==> config.mk <==
export PLATFORM = sky130hd
export DESIGN_NAME = pie_irq_ctrl
export DESIGN_NICKNAME = d
export VERILOG_FILES = /design/src/pie_pkg.sv /design/src/pie_wb_slave.sv /design/src/pie_flag_bit.sv /design/src/pie_irq_ctrl.sv
export SDC_FILE = /design/constraint.sdc
export NUM_CORES = 1
export LEC_CHECK = 0
export ABC_CLOCK_PERIOD_IN_PS = 1800
export BUFFER_PORTS_ARGS = -buffer_cell sky130_fd_sc_hd__buf_2
export CORE_MARGIN = 1
export CORE_UTILIZATION = 25
export CTS_BUF_LIST = sky130_fd_sc_hd__clkbuf_8
export CTS_CLUSTER_SIZE = 30
export DETAILED_ROUTE_END_ITERATION = 8
export HOLD_SLACK_MARGIN = 0.15
export SLEW_MARGIN = 25
export SYNTH_ARGS = -nofsm -noshare
export SYNTH_HDL_FRONTEND = slang
export SYNTH_SLANG_ARGS = --single-unit
==> constraint.sdc <==
create_clock -name clk_i -period 1.8 [get_ports clk_i]
set_input_delay 0.27 -clock clk_i [delete_from_list [all_inputs] [get_ports clk_i]]
set_output_delay 0.27 -clock clk_i [all_outputs]
set_load 0.05 [all_outputs]
==> src/pie_pkg.sv <==
/*
  Package for the peripheral interrupt enable and flag block: register
  offsets, bit positions, reset values and the peripheral event carrier.
  Assumes a 32-bit classic Wishbone slave with one register per word.
*/
package pie_pkg;

  // Register byte offsets
  localparam logic [7:0] PIE_OFF_ENABLE_ONE = 8'h00;
  localparam logic [7:0] PIE_OFF_ENABLE_TWO = 8'h04;
  localparam logic [7:0] PIE_OFF_REQUEST_ONE = 8'h08;
  localparam logic [7:0] PIE_OFF_REQUEST_TWO = 8'h0c;
  localparam logic [7:0] PIE_OFF_INT_CONTROL = 8'h10;
  localparam logic [7:0] PIE_OFF_RX_DATA = 8'h14;
  localparam logic [7:0] PIE_OFF_TX_DATA = 8'h18;

  // Bit positions in the enable and request registers; unit two is in the second pair
  localparam int PIE_BIT_T1_GATE = 7;
  localparam int PIE_BIT_ADC = 6;
  localparam int PIE_BIT_RX = 5;
  localparam int PIE_BIT_TX = 4;
  localparam int PIE_BIT_SYNC = 3;
  localparam int PIE_BIT_CAPCMP_ONE = 2;
  localparam int PIE_BIT_T2_MATCH = 1;
  localparam int PIE_BIT_T1_OVERFLOW = 0;
  localparam int PIE_BIT_CAPCMP_TWO = 0;

  // Bit positions in the interrupt control register
  localparam int PIE_BIT_GLOBAL = 7;
  localparam int PIE_BIT_GROUP = 6;

  // Reset values
  localparam logic [7:0] PIE_RST_ENABLE = 8'h00;
  localparam logic [7:0] PIE_RST_REQUEST = 8'h00;
  localparam logic [1:0] PIE_RST_CONTROL = 2'h0;

  // Sticky flags in the first request register (set by hw, cleared by sw)
  localparam logic [7:0] PIE_STICKY_MASK = 8'h4f;

  // Capture/compare unit modes
  typedef enum logic [1:0]
  {
    PIE_CC_CAPTURE = 2'h0,
    PIE_CC_COMPARE = 2'h1,
    PIE_CC_PWM = 2'h2
  } pie_cc_mode_t;

  // Conditions reported by the on-chip peripherals (same clock)
  typedef struct packed
  {
    logic t1_gate_active;   // Level: gate acquisition active
    logic adc_done;         // Pulse: conversion complete
    logic rx_full;          // Level: receive buffer full
    logic tx_empty;         // Level: transmit buffer empty
    logic sync_done;        // Pulse: serial transfer complete
    logic cc_one_capture;   // Pulse: unit one captured
    logic cc_one_match;     // Pulse: unit one compare match
    logic t2_match;         // Pulse: timer2 matched period
    logic t1_overflow;      // Pulse: timer1 overflow
    logic cc_two_capture;   // Pulse: unit two captured
    logic cc_two_match;     // Pulse: unit two compare match
  } pie_events_t;

endpackage : pie_pkg

==> src/pie_wb_slave.sv <==
/*
  Classic Wishbone slave front end: latches the byte address and produces
  one-cycle read and write strobes plus a registered ack.
  Assumes a master that holds its request until ack and then drops cyc.
*/
`timescale 1ns/1ps
module pie_wb_slave
  import pie_pkg::*;
(
  input wire logic clk_i,          // System clock
  input wire logic rst_i,          // Synchronous reset
  input wire logic cyc_i,          // Bus cycle
  input wire logic stb_i,          // Strobe
  input wire logic we_i,           // Write enable
  input wire logic [3:0] sel_i,    // Byte selects
  input wire logic [7:0] adr_i,    // Byte address
  output logic ack_o,              // Registered ack
  output logic wr_o,               // Write strobe, one cycle
  output logic rd_o,               // Read strobe, one cycle
  output logic [7:0] adr_o         // Latched address
);

  logic req;

  // Answer only once per request; ack drops the cycle after it rose
  assign req = cyc_i & stb_i & ~ack_o;

  // Ack and strobes come one edge after the request is seen
  always_ff @(posedge clk_i)
  begin
    if (rst_i)
    begin
      ack_o <= 1'b0;
      wr_o <= 1'b0;
      rd_o <= 1'b0;
      adr_o <= 8'h00;
    end
    else
    begin
      ack_o <= req;
      wr_o <= req & we_i & sel_i[0]; // Only the low lane holds data
      rd_o <= req & ~we_i;
      adr_o <= adr_i;
    end
  end

endmodule // pie_wb_slave

==> src/pie_flag_bit.sv <==
/*
  One sticky request flag: a hardware set that wins over a software clear.
  Assumes set and clear come from logic on the same clock.
*/
`timescale 1ns/1ps
module pie_flag_bit
  import pie_pkg::*;
(
  input wire logic clk_i,   // System clock
  input wire logic rst_i,   // Synchronous reset
  input wire logic set_i,   // Hardware event
  input wire logic wr_i,    // Software write to this flag
  input wire logic wdat_i,  // Written value
  output logic flag_o       // Flag state
);

  // Set wins so an event in the clearing cycle is kept
  always_ff @(posedge clk_i)
  begin
    if (rst_i)
      flag_o <= PIE_RST_REQUEST[0];
    else if (set_i)
      flag_o <= 1'b1;
    else if (wr_i)
      flag_o <= wdat_i;
  end

endmodule // pie_flag_bit

==> src/pie_irq_ctrl.sv <==
/*
  Peripheral interrupt enable and request flag block with Wishbone access.
  Holds both enable registers, both request registers and the two gate
  bits of the interrupt control register, and drives one combined
  request towards the processor.
  Assumes peripherals report events on clk_i and hold levels themselves;
  software owns enables, sticky flags and the two gate bits, and services
  the serial buffers through the two strobe offsets.
*/
// Functional notes
// - No peripheral request passes unless the group enable bit is set.
// - Flags set on their condition regardless of any enable bit.
// - Enable bits are read/write, reset to zero, one enables.
// - Bit 7 flag reads one while timer1 gate inactive.
// - Bit 6 flag sets on conversion done, held until software clears.
// - Bit 5 flag read-only, full receive buffer, cleared by data read.
// - Bit 4 flag read-only, empty transmit buffer, cleared by data write.
// - Bit 3 flag sets on serial transfer done, software clears.
// - Bit 2 flag sets on capture or match per mode, unused in pwm.
// - Bit 1 flag sets on timer2 period match, software clears.
// - Bit 0 flag sets on timer1 overflow, software clears.
// - Second enable register has only bit 0; others read zero.
// - Second flag register has only bit 0, unit two events.
// - Global enable bit 7 must be one for any interrupt.
`timescale 1ns/1ps
module pie_irq_ctrl
  import pie_pkg::*;
(
  input wire logic clk_i,               // System clock, 25 MHz
  input wire logic rst_i,               // Synchronous reset
  input wire logic cyc_i,               // Wishbone cycle
  input wire logic stb_i,               // Wishbone strobe
  input wire logic we_i,                // Wishbone write enable
  input wire logic [3:0] sel_i,         // Wishbone byte selects
  input wire logic [7:0] adr_i,         // Wishbone byte address
  input wire logic [31:0] dat_i,        // Wishbone write data
  output logic [31:0] dat_o,            // Wishbone read data
  output logic ack_o,                   // Wishbone ack
  input wire pie_events_t events_i,     // Peripheral conditions
  input wire pie_cc_mode_t cc_one_mode_i, // Unit one mode
  input wire pie_cc_mode_t cc_two_mode_i, // Unit two mode
  output logic rx_data_read_o,          // Pulse: receive data read
  output logic tx_data_write_o,         // Pulse: transmit data written
  output logic periph_irq_o             // Request to the processor
);

  // Register bus side
  logic bus_wr;
  logic bus_rd;
  logic [7:0] bus_adr;
  logic [7:0] peripheral_enable_one;
  logic peripheral_enable_two;
  logic global_irq_enable;
  logic periph_group_enable;
  logic [7:0] peripheral_request_one;
  logic peripheral_request_two;
  logic [7:0] flag_set_one;
  logic [7:0] wdat;
  logic wr_enable_one;
  logic wr_enable_two;
  logic wr_request_one;
  logic wr_request_two;
  logic wr_control;
  logic any_pending;
  logic next_irq;
  logic [31:0] next_rdata;
  // Flag sources and request masking
  logic flag_set_two;
  logic [7:0] status_in;
  logic [7:0] masked_one;
  logic masked_two;
  logic rd_rx_data;
  logic wr_tx_data;

  // Bus front end; ack comes one edge after the request is seen
  // and drops again at the next edge
  pie_wb_slave u_bus
  (
    .clk_i(clk_i),
    .rst_i(rst_i),
    .cyc_i(cyc_i),
    .stb_i(stb_i),
    .we_i(we_i),
    .sel_i(sel_i),
    .adr_i(adr_i),
    .ack_o(ack_o),
    .wr_o(bus_wr),
    .rd_o(bus_rd),
    .adr_o(bus_adr)
  );

  // Write data is latched with the request so it matches the strobe;
  // holding it between requests keeps it stable while the strobe acts
  always_ff @(posedge clk_i)
  begin
    if (rst_i)
      wdat <= 8'h00;
    else if (cyc_i & stb_i & ~ack_o)
      wdat <= dat_i[7:0];
  end

  // Write decodes; an unmapped offset writes nothing, and a write with
  // the low byte lane off never raises the strobe
  assign wr_enable_one = bus_wr & (bus_adr == PIE_OFF_ENABLE_ONE);
  assign wr_enable_two = bus_wr & (bus_adr == PIE_OFF_ENABLE_TWO);
  assign wr_request_one = bus_wr & (bus_adr == PIE_OFF_REQUEST_ONE);
  assign wr_request_two = bus_wr & (bus_adr == PIE_OFF_REQUEST_TWO);
  assign wr_control = bus_wr & (bus_adr == PIE_OFF_INT_CONTROL);

  // First enable register: plain read/write, cleared on reset
  always_ff @(posedge clk_i)
  begin
    if (rst_i)
      peripheral_enable_one <= PIE_RST_ENABLE;
    else if (wr_enable_one)
      peripheral_enable_one <= wdat;
  end

  // Second enable register: only the unit two bit is stored
  always_ff @(posedge clk_i)
  begin
    if (rst_i)
      peripheral_enable_two <= PIE_RST_ENABLE[0];
    else if (wr_enable_two)
      peripheral_enable_two <= wdat[PIE_BIT_CAPCMP_TWO];
  end

  // Only the two gate bits of the control register live here; the
  // other bits belong to sources outside this block and read zero
  always_ff @(posedge clk_i)
  begin
    if (rst_i)
    begin
      global_irq_enable <= PIE_RST_CONTROL[1];
      periph_group_enable <= PIE_RST_CONTROL[0];
    end
    else if (wr_control)
    begin
      global_irq_enable <= wdat[PIE_BIT_GLOBAL];
      periph_group_enable <= wdat[PIE_BIT_GROUP];
    end
  end

  // Event sources for the sticky flags, independent of any enable
  always_comb
  begin
    flag_set_one = 8'h00;
    flag_set_one[PIE_BIT_ADC] = events_i.adc_done;
    flag_set_one[PIE_BIT_SYNC] = events_i.sync_done;
    // Pwm mode leaves the flag untouched
    flag_set_one[PIE_BIT_CAPCMP_ONE] =
      ((cc_one_mode_i == PIE_CC_CAPTURE) & events_i.cc_one_capture) |
      ((cc_one_mode_i == PIE_CC_COMPARE) & events_i.cc_one_match);
    flag_set_one[PIE_BIT_T2_MATCH] = events_i.t2_match;
    flag_set_one[PIE_BIT_T1_OVERFLOW] = events_i.t1_overflow;
  end

  // Unit two follows the same mode rule as unit one
  always_comb
  begin
    flag_set_two =
      ((cc_two_mode_i == PIE_CC_CAPTURE) & events_i.cc_two_capture) |
      ((cc_two_mode_i == PIE_CC_COMPARE) & events_i.cc_two_match);
  end

  // Levels for the status-following flags; the gate flag is inverted
  // because it reports an idle gate, not an active one
  always_comb
  begin
    status_in = 8'h00;
    status_in[PIE_BIT_T1_GATE] = ~events_i.t1_gate_active;
    status_in[PIE_BIT_RX] = events_i.rx_full;
    status_in[PIE_BIT_TX] = events_i.tx_empty;
  end

  // One request flag per bit of the first request register: sticky bits
  // are held until software writes them, status bits follow the source
  genvar gi;
  generate
    for (gi = 0; gi < 8; gi++)
    begin : g_flag
      if (PIE_STICKY_MASK[gi])
      begin : g_sticky
        logic flag;
        // Software-cleared flag; an event in the clearing cycle wins
        pie_flag_bit u_flag
        (
          .clk_i(clk_i),
          .rst_i(rst_i),
          .set_i(flag_set_one[gi]),
          .wr_i(wr_request_one),
          .wdat_i(wdat[gi]),
          .flag_o(flag)
        );
        assign peripheral_request_one[gi] = flag;
      end
      else
      begin : g_status
        logic status;
        // Registered so status bits line up with the sticky bits;
        // writes are ignored, so these bits are read-only to software
        always_ff @(posedge clk_i)
        begin
          if (rst_i)
            status <= PIE_RST_REQUEST[gi];
          else
            status <= status_in[gi];
        end
        assign peripheral_request_one[gi] = status;
      end
    end
  endgenerate

  // Unit two flag in the second request register; bits 7 to 1 are
  // not stored and read zero
  pie_flag_bit u_flag_two
  (
    .clk_i(clk_i),
    .rst_i(rst_i),
    .set_i(flag_set_two),
    .wr_i(wr_request_two),
    .wdat_i(wdat[PIE_BIT_CAPCMP_TWO]),
    .flag_o(peripheral_request_two)
  );

  // Side-effect strobes to the serial port, which clears its own buffer
  // state; they come from the latched access, one edge after ack, so the
  // flag they clear drops a few cycles after the access completes
  assign rd_rx_data = bus_rd & (bus_adr == PIE_OFF_RX_DATA);
  assign wr_tx_data = bus_wr & (bus_adr == PIE_OFF_TX_DATA);

  // Receive buffer consumed
  always_ff @(posedge clk_i)
  begin
    if (rst_i)
      rx_data_read_o <= 1'b0;
    else
      rx_data_read_o <= rd_rx_data;
  end

  // Transmit buffer loaded
  always_ff @(posedge clk_i)
  begin
    if (rst_i)
      tx_data_write_o <= 1'b0;
    else
      tx_data_write_o <= wr_tx_data;
  end

  // Combined request: each flag is masked by its own enable first, then
  // the group gate, then the global gate.
  // Software is expected to clear a flag before enabling it.
  assign masked_one = peripheral_request_one & peripheral_enable_one;
  assign masked_two = peripheral_request_two & peripheral_enable_two;
  assign any_pending = (|masked_one) | masked_two;
  assign next_irq = any_pending & periph_group_enable
                    & global_irq_enable;

  // Registered so the processor never sees a decode glitch
  always_ff @(posedge clk_i)
  begin
    if (rst_i)
      periph_irq_o <= 1'b0;
    else
      periph_irq_o <= next_irq;
  end

  // Read mux; unmapped and unimplemented bits read zero
  always_comb
  begin
    next_rdata = 32'h0000_0000;
    case (adr_i)
      PIE_OFF_ENABLE_ONE: next_rdata[7:0] = peripheral_enable_one;
      PIE_OFF_ENABLE_TWO: next_rdata[0] = peripheral_enable_two;
      PIE_OFF_REQUEST_ONE: next_rdata[7:0] = peripheral_request_one;
      PIE_OFF_REQUEST_TWO: next_rdata[0] = peripheral_request_two;
      // Strobe offsets have no storage
      PIE_OFF_RX_DATA, PIE_OFF_TX_DATA: next_rdata = 32'h0000_0000;
      PIE_OFF_INT_CONTROL:
      begin
        next_rdata[PIE_BIT_GLOBAL] = global_irq_enable;
        next_rdata[PIE_BIT_GROUP] = periph_group_enable;
      end
      default: next_rdata = 32'h0000_0000;
    endcase
  end

  // Read data registered alongside ack
  // and held until the next read is taken
  always_ff @(posedge clk_i)
  begin
    if (rst_i)
      dat_o <= 32'h0000_0000;
    else if (cyc_i & stb_i & ~we_i & ~ack_o)
      dat_o <= next_rdata;
  end

endmodule // pie_irq_ctrl

Word-level counts from Yosys, hierarchy flattened
Cells that the tools add are included.
{"block": "word_totals", "regBits": 50, "output_inout_bits": 36, "elab_cells": 88}
{"block": "classes", "n_eq_ne": 12, "mux": 15, "n_bitwise": 28, "n_reduce_logical": 11}
{"op": "8-bit by 4-bit equality test with 1-bit output (second input constant)", "n": 4}
{"op": "8-bit by 5-bit equality test with 1-bit output (second input constant)", "n": 4}
{"op": "1-bit AND", "n": 21}
{"op": "8-bit by 3-bit equality test with 1-bit output (second input constant)", "n": 2}
{"op": "8-bit zero test", "n": 2}
{"op": "1-bit two-way mux", "n": 12}
{"op": "2-bit nonzero test", "n": 6}
{"op": "5-bit one-hot mux with 2 select lines", "n": 1}
{"op": "8-bit AND", "n": 1}
{"op": "8-bit OR reduction", "n": 1}
{"op": "2-bit one-hot mux with 3 select lines", "n": 1}
{"op": "2-bit by 1-bit equality test with 1-bit output (second input constant)", "n": 2}
{"op": "2-bit zero test", "n": 2}
{"op": "1-bit one-hot mux with 4 select lines", "n": 1}
{"op": "1-bit NOT", "n": 3}
{"op": "1-bit bitwise OR", "n": 3}

Logic depth before layout (Yosys ltp)
{"block": "logic_depth", "ltp_word": 5, "depth_mapped": 5, "mapped_depth_nobuf": 4}

Cells and area by module
Synthesis repeated with hierarchy kept, for this count alone.
{"block": "unflattened", "cells_unflattened": 228, "area_unflattened_um2": 2303.5}
{"mod": "pie_irq_ctrl", "n_inst": 1, "cells_per_inst": 182, "area_each_um2": 1761.7, "seq_area_each_um2": 660.6}
{"mod": "pie_wb_slave", "n_inst": 1, "cells_per_inst": 22, "area_each_um2": 309.0, "seq_area_each_um2": 220.2}
{"mod": "pie_flag_bit", "n_inst": 6, "cells_per_inst": 4, "area_each_um2": 38.8, "seq_area_each_um2": 20.0}

Worst setup path before layout
Ideal clock, no wire load.
{"block": "synth_path", "kind": "register -> register", "start": "register u_bus.adr_o[1]", "end": "register peripheral_enable_one[0]", "t_arrival_ns": 1.410, "required_ns": 1.672, "path_slack_ns": 0.263, "path_stages_with_launch": 6, "path_buffers": 1, "synth_period_minus_slack_ns": 1.537, "path_cell_list": "dfxtp_1 or4b_4 nor3b_2 buf_6 mux2i_1 nor2_1"}
{"block": "synth_via", "elab_chain_cells": 2}
{"element": "start: declaration", "line": "pie_wb_slave.sv:20", "rtl": "output logic [7:0] adr_o"}
{"element": "start signal: assignment", "line": "pie_wb_slave.sv:43", "rtl": "adr_o <= adr_i;"}
{"element": "8-bit zero test", "line": "pie_irq_ctrl.sv:104", "rtl": "assign wr_enable_one = bus_wr & (bus_adr == PIE_OFF_ENABLE_ONE);"}
{"element": "1-bit AND", "line": "pie_irq_ctrl.sv:104"}
{"element": "end signal: assignment", "line": "pie_irq_ctrl.sv:116", "rtl": "peripheral_enable_one <= wdat;"}
{"element": "end: declaration", "line": "pie_irq_ctrl.sv:51", "rtl": "logic [7:0] peripheral_enable_one;"}
No other way between the ends.
A chain may end at the register's enable or synchronous reset.

Final worst setup path
{"block": "layout_path", "start": "register u_bus.adr_o[1]", "end": "register peripheral_enable_one[2]"}
The elaborated chain is that of the path after synthesis.

==> impl_metrics.py <==
metrics = {
    "cells_and_area": {
        "drive_gt1_frac": 0.261,
        "insertedDiodeCount": 0,
        "layout_common_cells": "dfxtp_1, buf_2, nor2_1",
        "final_common_cell": "dfxtp_1",
        "fin_area_mm2": 0.00257,
        "finalNetCount": 343,
        "syn_to_final_growth_pct": 17.7,
    },
    "worst_setup_path": {
        "path_max_fanout": 8,
        "crit_type": "reg2reg",
        "crit_buf_inv": 1,
        "cp_cell_sequence": "or4b_4, nor3b_2, buf_4, mux2i_1, nor2_1",
        "path_delay_family": "simple AND/OR/NAND/NOR gates",
        "crit_slowest_cell": "or4b_4",
        "end_kind": "register",
        "reg2regPathDepth": 5,
        "worstPathArrival_ns": 1.85,
        "crit_path_start_kind": "register",
        "max_stage_delay_ns": 0.57,
        "required_ns": 1.98,
        "crit_cells": 5,
    },
    "drt": {
        "drc_errors": 0,
        "via_count": 1709,
        "wl_um": 4750,
        "drt-initial-drc-count": 58,
        "drt_pass1_iterations": 4,
        "avgRoutedWirePerCell_um": 12.3,
        "routed_via_density": 4.44,
        "antenna_left": 0,
    },
    "yosys": {
        "synth_top_area_cell": "dfxtp_1",
        "ys_seq_area_frac": 0.458,
        "synth-main-ff-cell": "dfxtp_1",
        "syn_inst": 229,
        "synthTopCellsByArea": "dfxtp_1, mux2i_1, buf_4",
        "synth_edf_count": 0,
        "synth_cell_types": 38,
        "synth-seq-cells": 50,
        "synth_top_area_frac": 0.458,
        "synth.avg_cell_area_um2": 9.55,
        "yosys_warnings": 0,
        "async_reset_ff_frac": 0,
        "netlist_area_mm2": 0.00219,
    },
    "place": {
        "hpwl_um": 3660,
        "port_buffers": 48,
        "placed_area_mm2": 0.00245,
        "place_ws_ns": 0.139,
        "place.gp.congestion": 0.803,
    },
    "clock_tree": {
        "cts_buffers": 5,
        "cts_max_level": 2,
        "worstSkewPairLatency_ns": 0.30,
        "clock_sinks": 50,
        "ctsResizeCount": 0,
        "path_clk_slew_ns": 0.09,
        "cts.path.max_buffers": 2,
        "cts_tree": "yes",
        "root_buffer": "clkbuf_8",
    },
    "floorplan": {
        "initial_utilization": 0.262,
        "rows": 33,
        "ios": 100,
        "die-height_um": 95.5,
        "dieArea_mm2": 0.00912,
        "die-width_um": 95.5,
        "core_mm2": 0.00834,
    },
    "grt": {
        "grt_pass1_wl_um": 7430,
        "antenna_found_initial": 0,
        "grt.overflow.total": 0,
        "grt_max_degree": 29,
        "first_global_vias": 1542,
        "track_usage": 0.108,
    },
    "job": {
        "drv_cap": 0,
    },
    "pwr": {
        "p_leak_nw": 1.10,
        "total_power_w": 0.00219,
        "vdd_drop_max_mv": 0.276,
        "powerDensity_mw_per_mm2": 851,
    },
    "hold_path": {
        "worstHoldPathType": "in2reg",
        "hold_depth": 2,
    },
    "timing": {
        "hold_viol_final": 0,
        "finalSetupViolCount": 0,
        "slew_viol_final": 0,
        "fin_ws_ns": 0.134,
        "fin_tns_setup_ns": 0,
        "rsz0062_at_grt": "false",
        "fmax_mhz": 600,
        "hold_ws_ns": 0.175,
        "clock_skew_ns": 0.00333,
        "period_share": 0.925,
        "fin_crit_ns": 1.67,
    },
    "run_status": {
        "status": "finished, final reports clean",
    },
}
-- through the flow --
stage | utilization | instances
after floorplan | - | 252
after global placement | 0.294 | 376
after detailed placement | 0.294 | 376
after CTS | 0.309 | 385
after global routing | 0.309 | 385
final | 0.309 | 385
-- what timing repair did --
action / CTS / global route
buffers inserted: 0 / 0
endpoints found under the hold margin: 1 / 0
hold buffers: 1 / 0
-- cell families after synthesis --
logic type | Yosys count | synth area share
other | 1 | 0.00172
DFF | 50 | 0.458
and+or+nand+nor | 89 | 0.220
muxes | 31 | 0.145
buffers and inverters | 35 | 0.106
AOI/OAI and AO/OA | 23 | 0.0693
-- worst register-to-register path, cell delays in order, from the launching register on --
cell	delay, ns
dfxtp_1	0.35
or4b_4	0.57
nor3b_2	0.17
buf_4	0.21
mux2i_1	0.20
nor2_1	0.05
-- final timing paths --
check,from,to,slack (ns)
max,u_bus.adr_o[1],peripheral_enable_one[2],0.13
min,we_i,u_bus.rd_o,0.18
max reg2reg,u_bus.adr_o[1],peripheral_enable_one[2],0.13
min reg2reg,dat_o[1],dat_o[1],0.45
-- Yosys cell counts (2+ instances only) --
library cell,number
dfxtp_1,50
nor2_1,32
mux2i_1,25
buf_4,24
nand2_1,11
nor2b_1,9
nor3_1,9
nand3_1,8
a21oi_1,7
clkbuf_1,7
mux2_2,6
a211oi_1,5
nand3b_1,4
nor4_1,4
a22oi_1,2
buf_2,2
o21ai_0,2
o21bai_1,2
-- routing by layer --
layer  wire, µm  GRT usage
met1       2160      0.134
met2       2270      0.177
met3        295     0.0295
met4         30     0.0386
met5          0          0
-- sequential cells by signal, summed over array words and instances, names as in the netlist, 3 cells and up --
| register | count |
|---|---|
| wdat | 8 |
| g_flag.g_sticky.u_flag.flag_o | 5 |
| peripheral_enable_one | 8 |
| dat_o | 8 |
| u_bus.adr_o | 8 |
| g_flag.g_status.status | 3 |
-- area by class of cell --
type / instances / area [µm²]
sequential: 50 / 1000
tap: 105 / 131
timing repair buffer: 54 / 288
multi-input combinational: 167 / 1040
inverter: 1 / 3.75
clock buffer: 8 / 110
fill: 904 / 5770
-- where the power goes --
part           switching [W]  total, W  internal [W]
clock               0.000360  0.000749      0.000388
combinational       0.000193  0.000274     0.0000804
sequential         0.0000278   0.00117       0.00114
total               0.000582   0.00219       0.00161
Note: power is estimated with default switching activity, not from simulation.
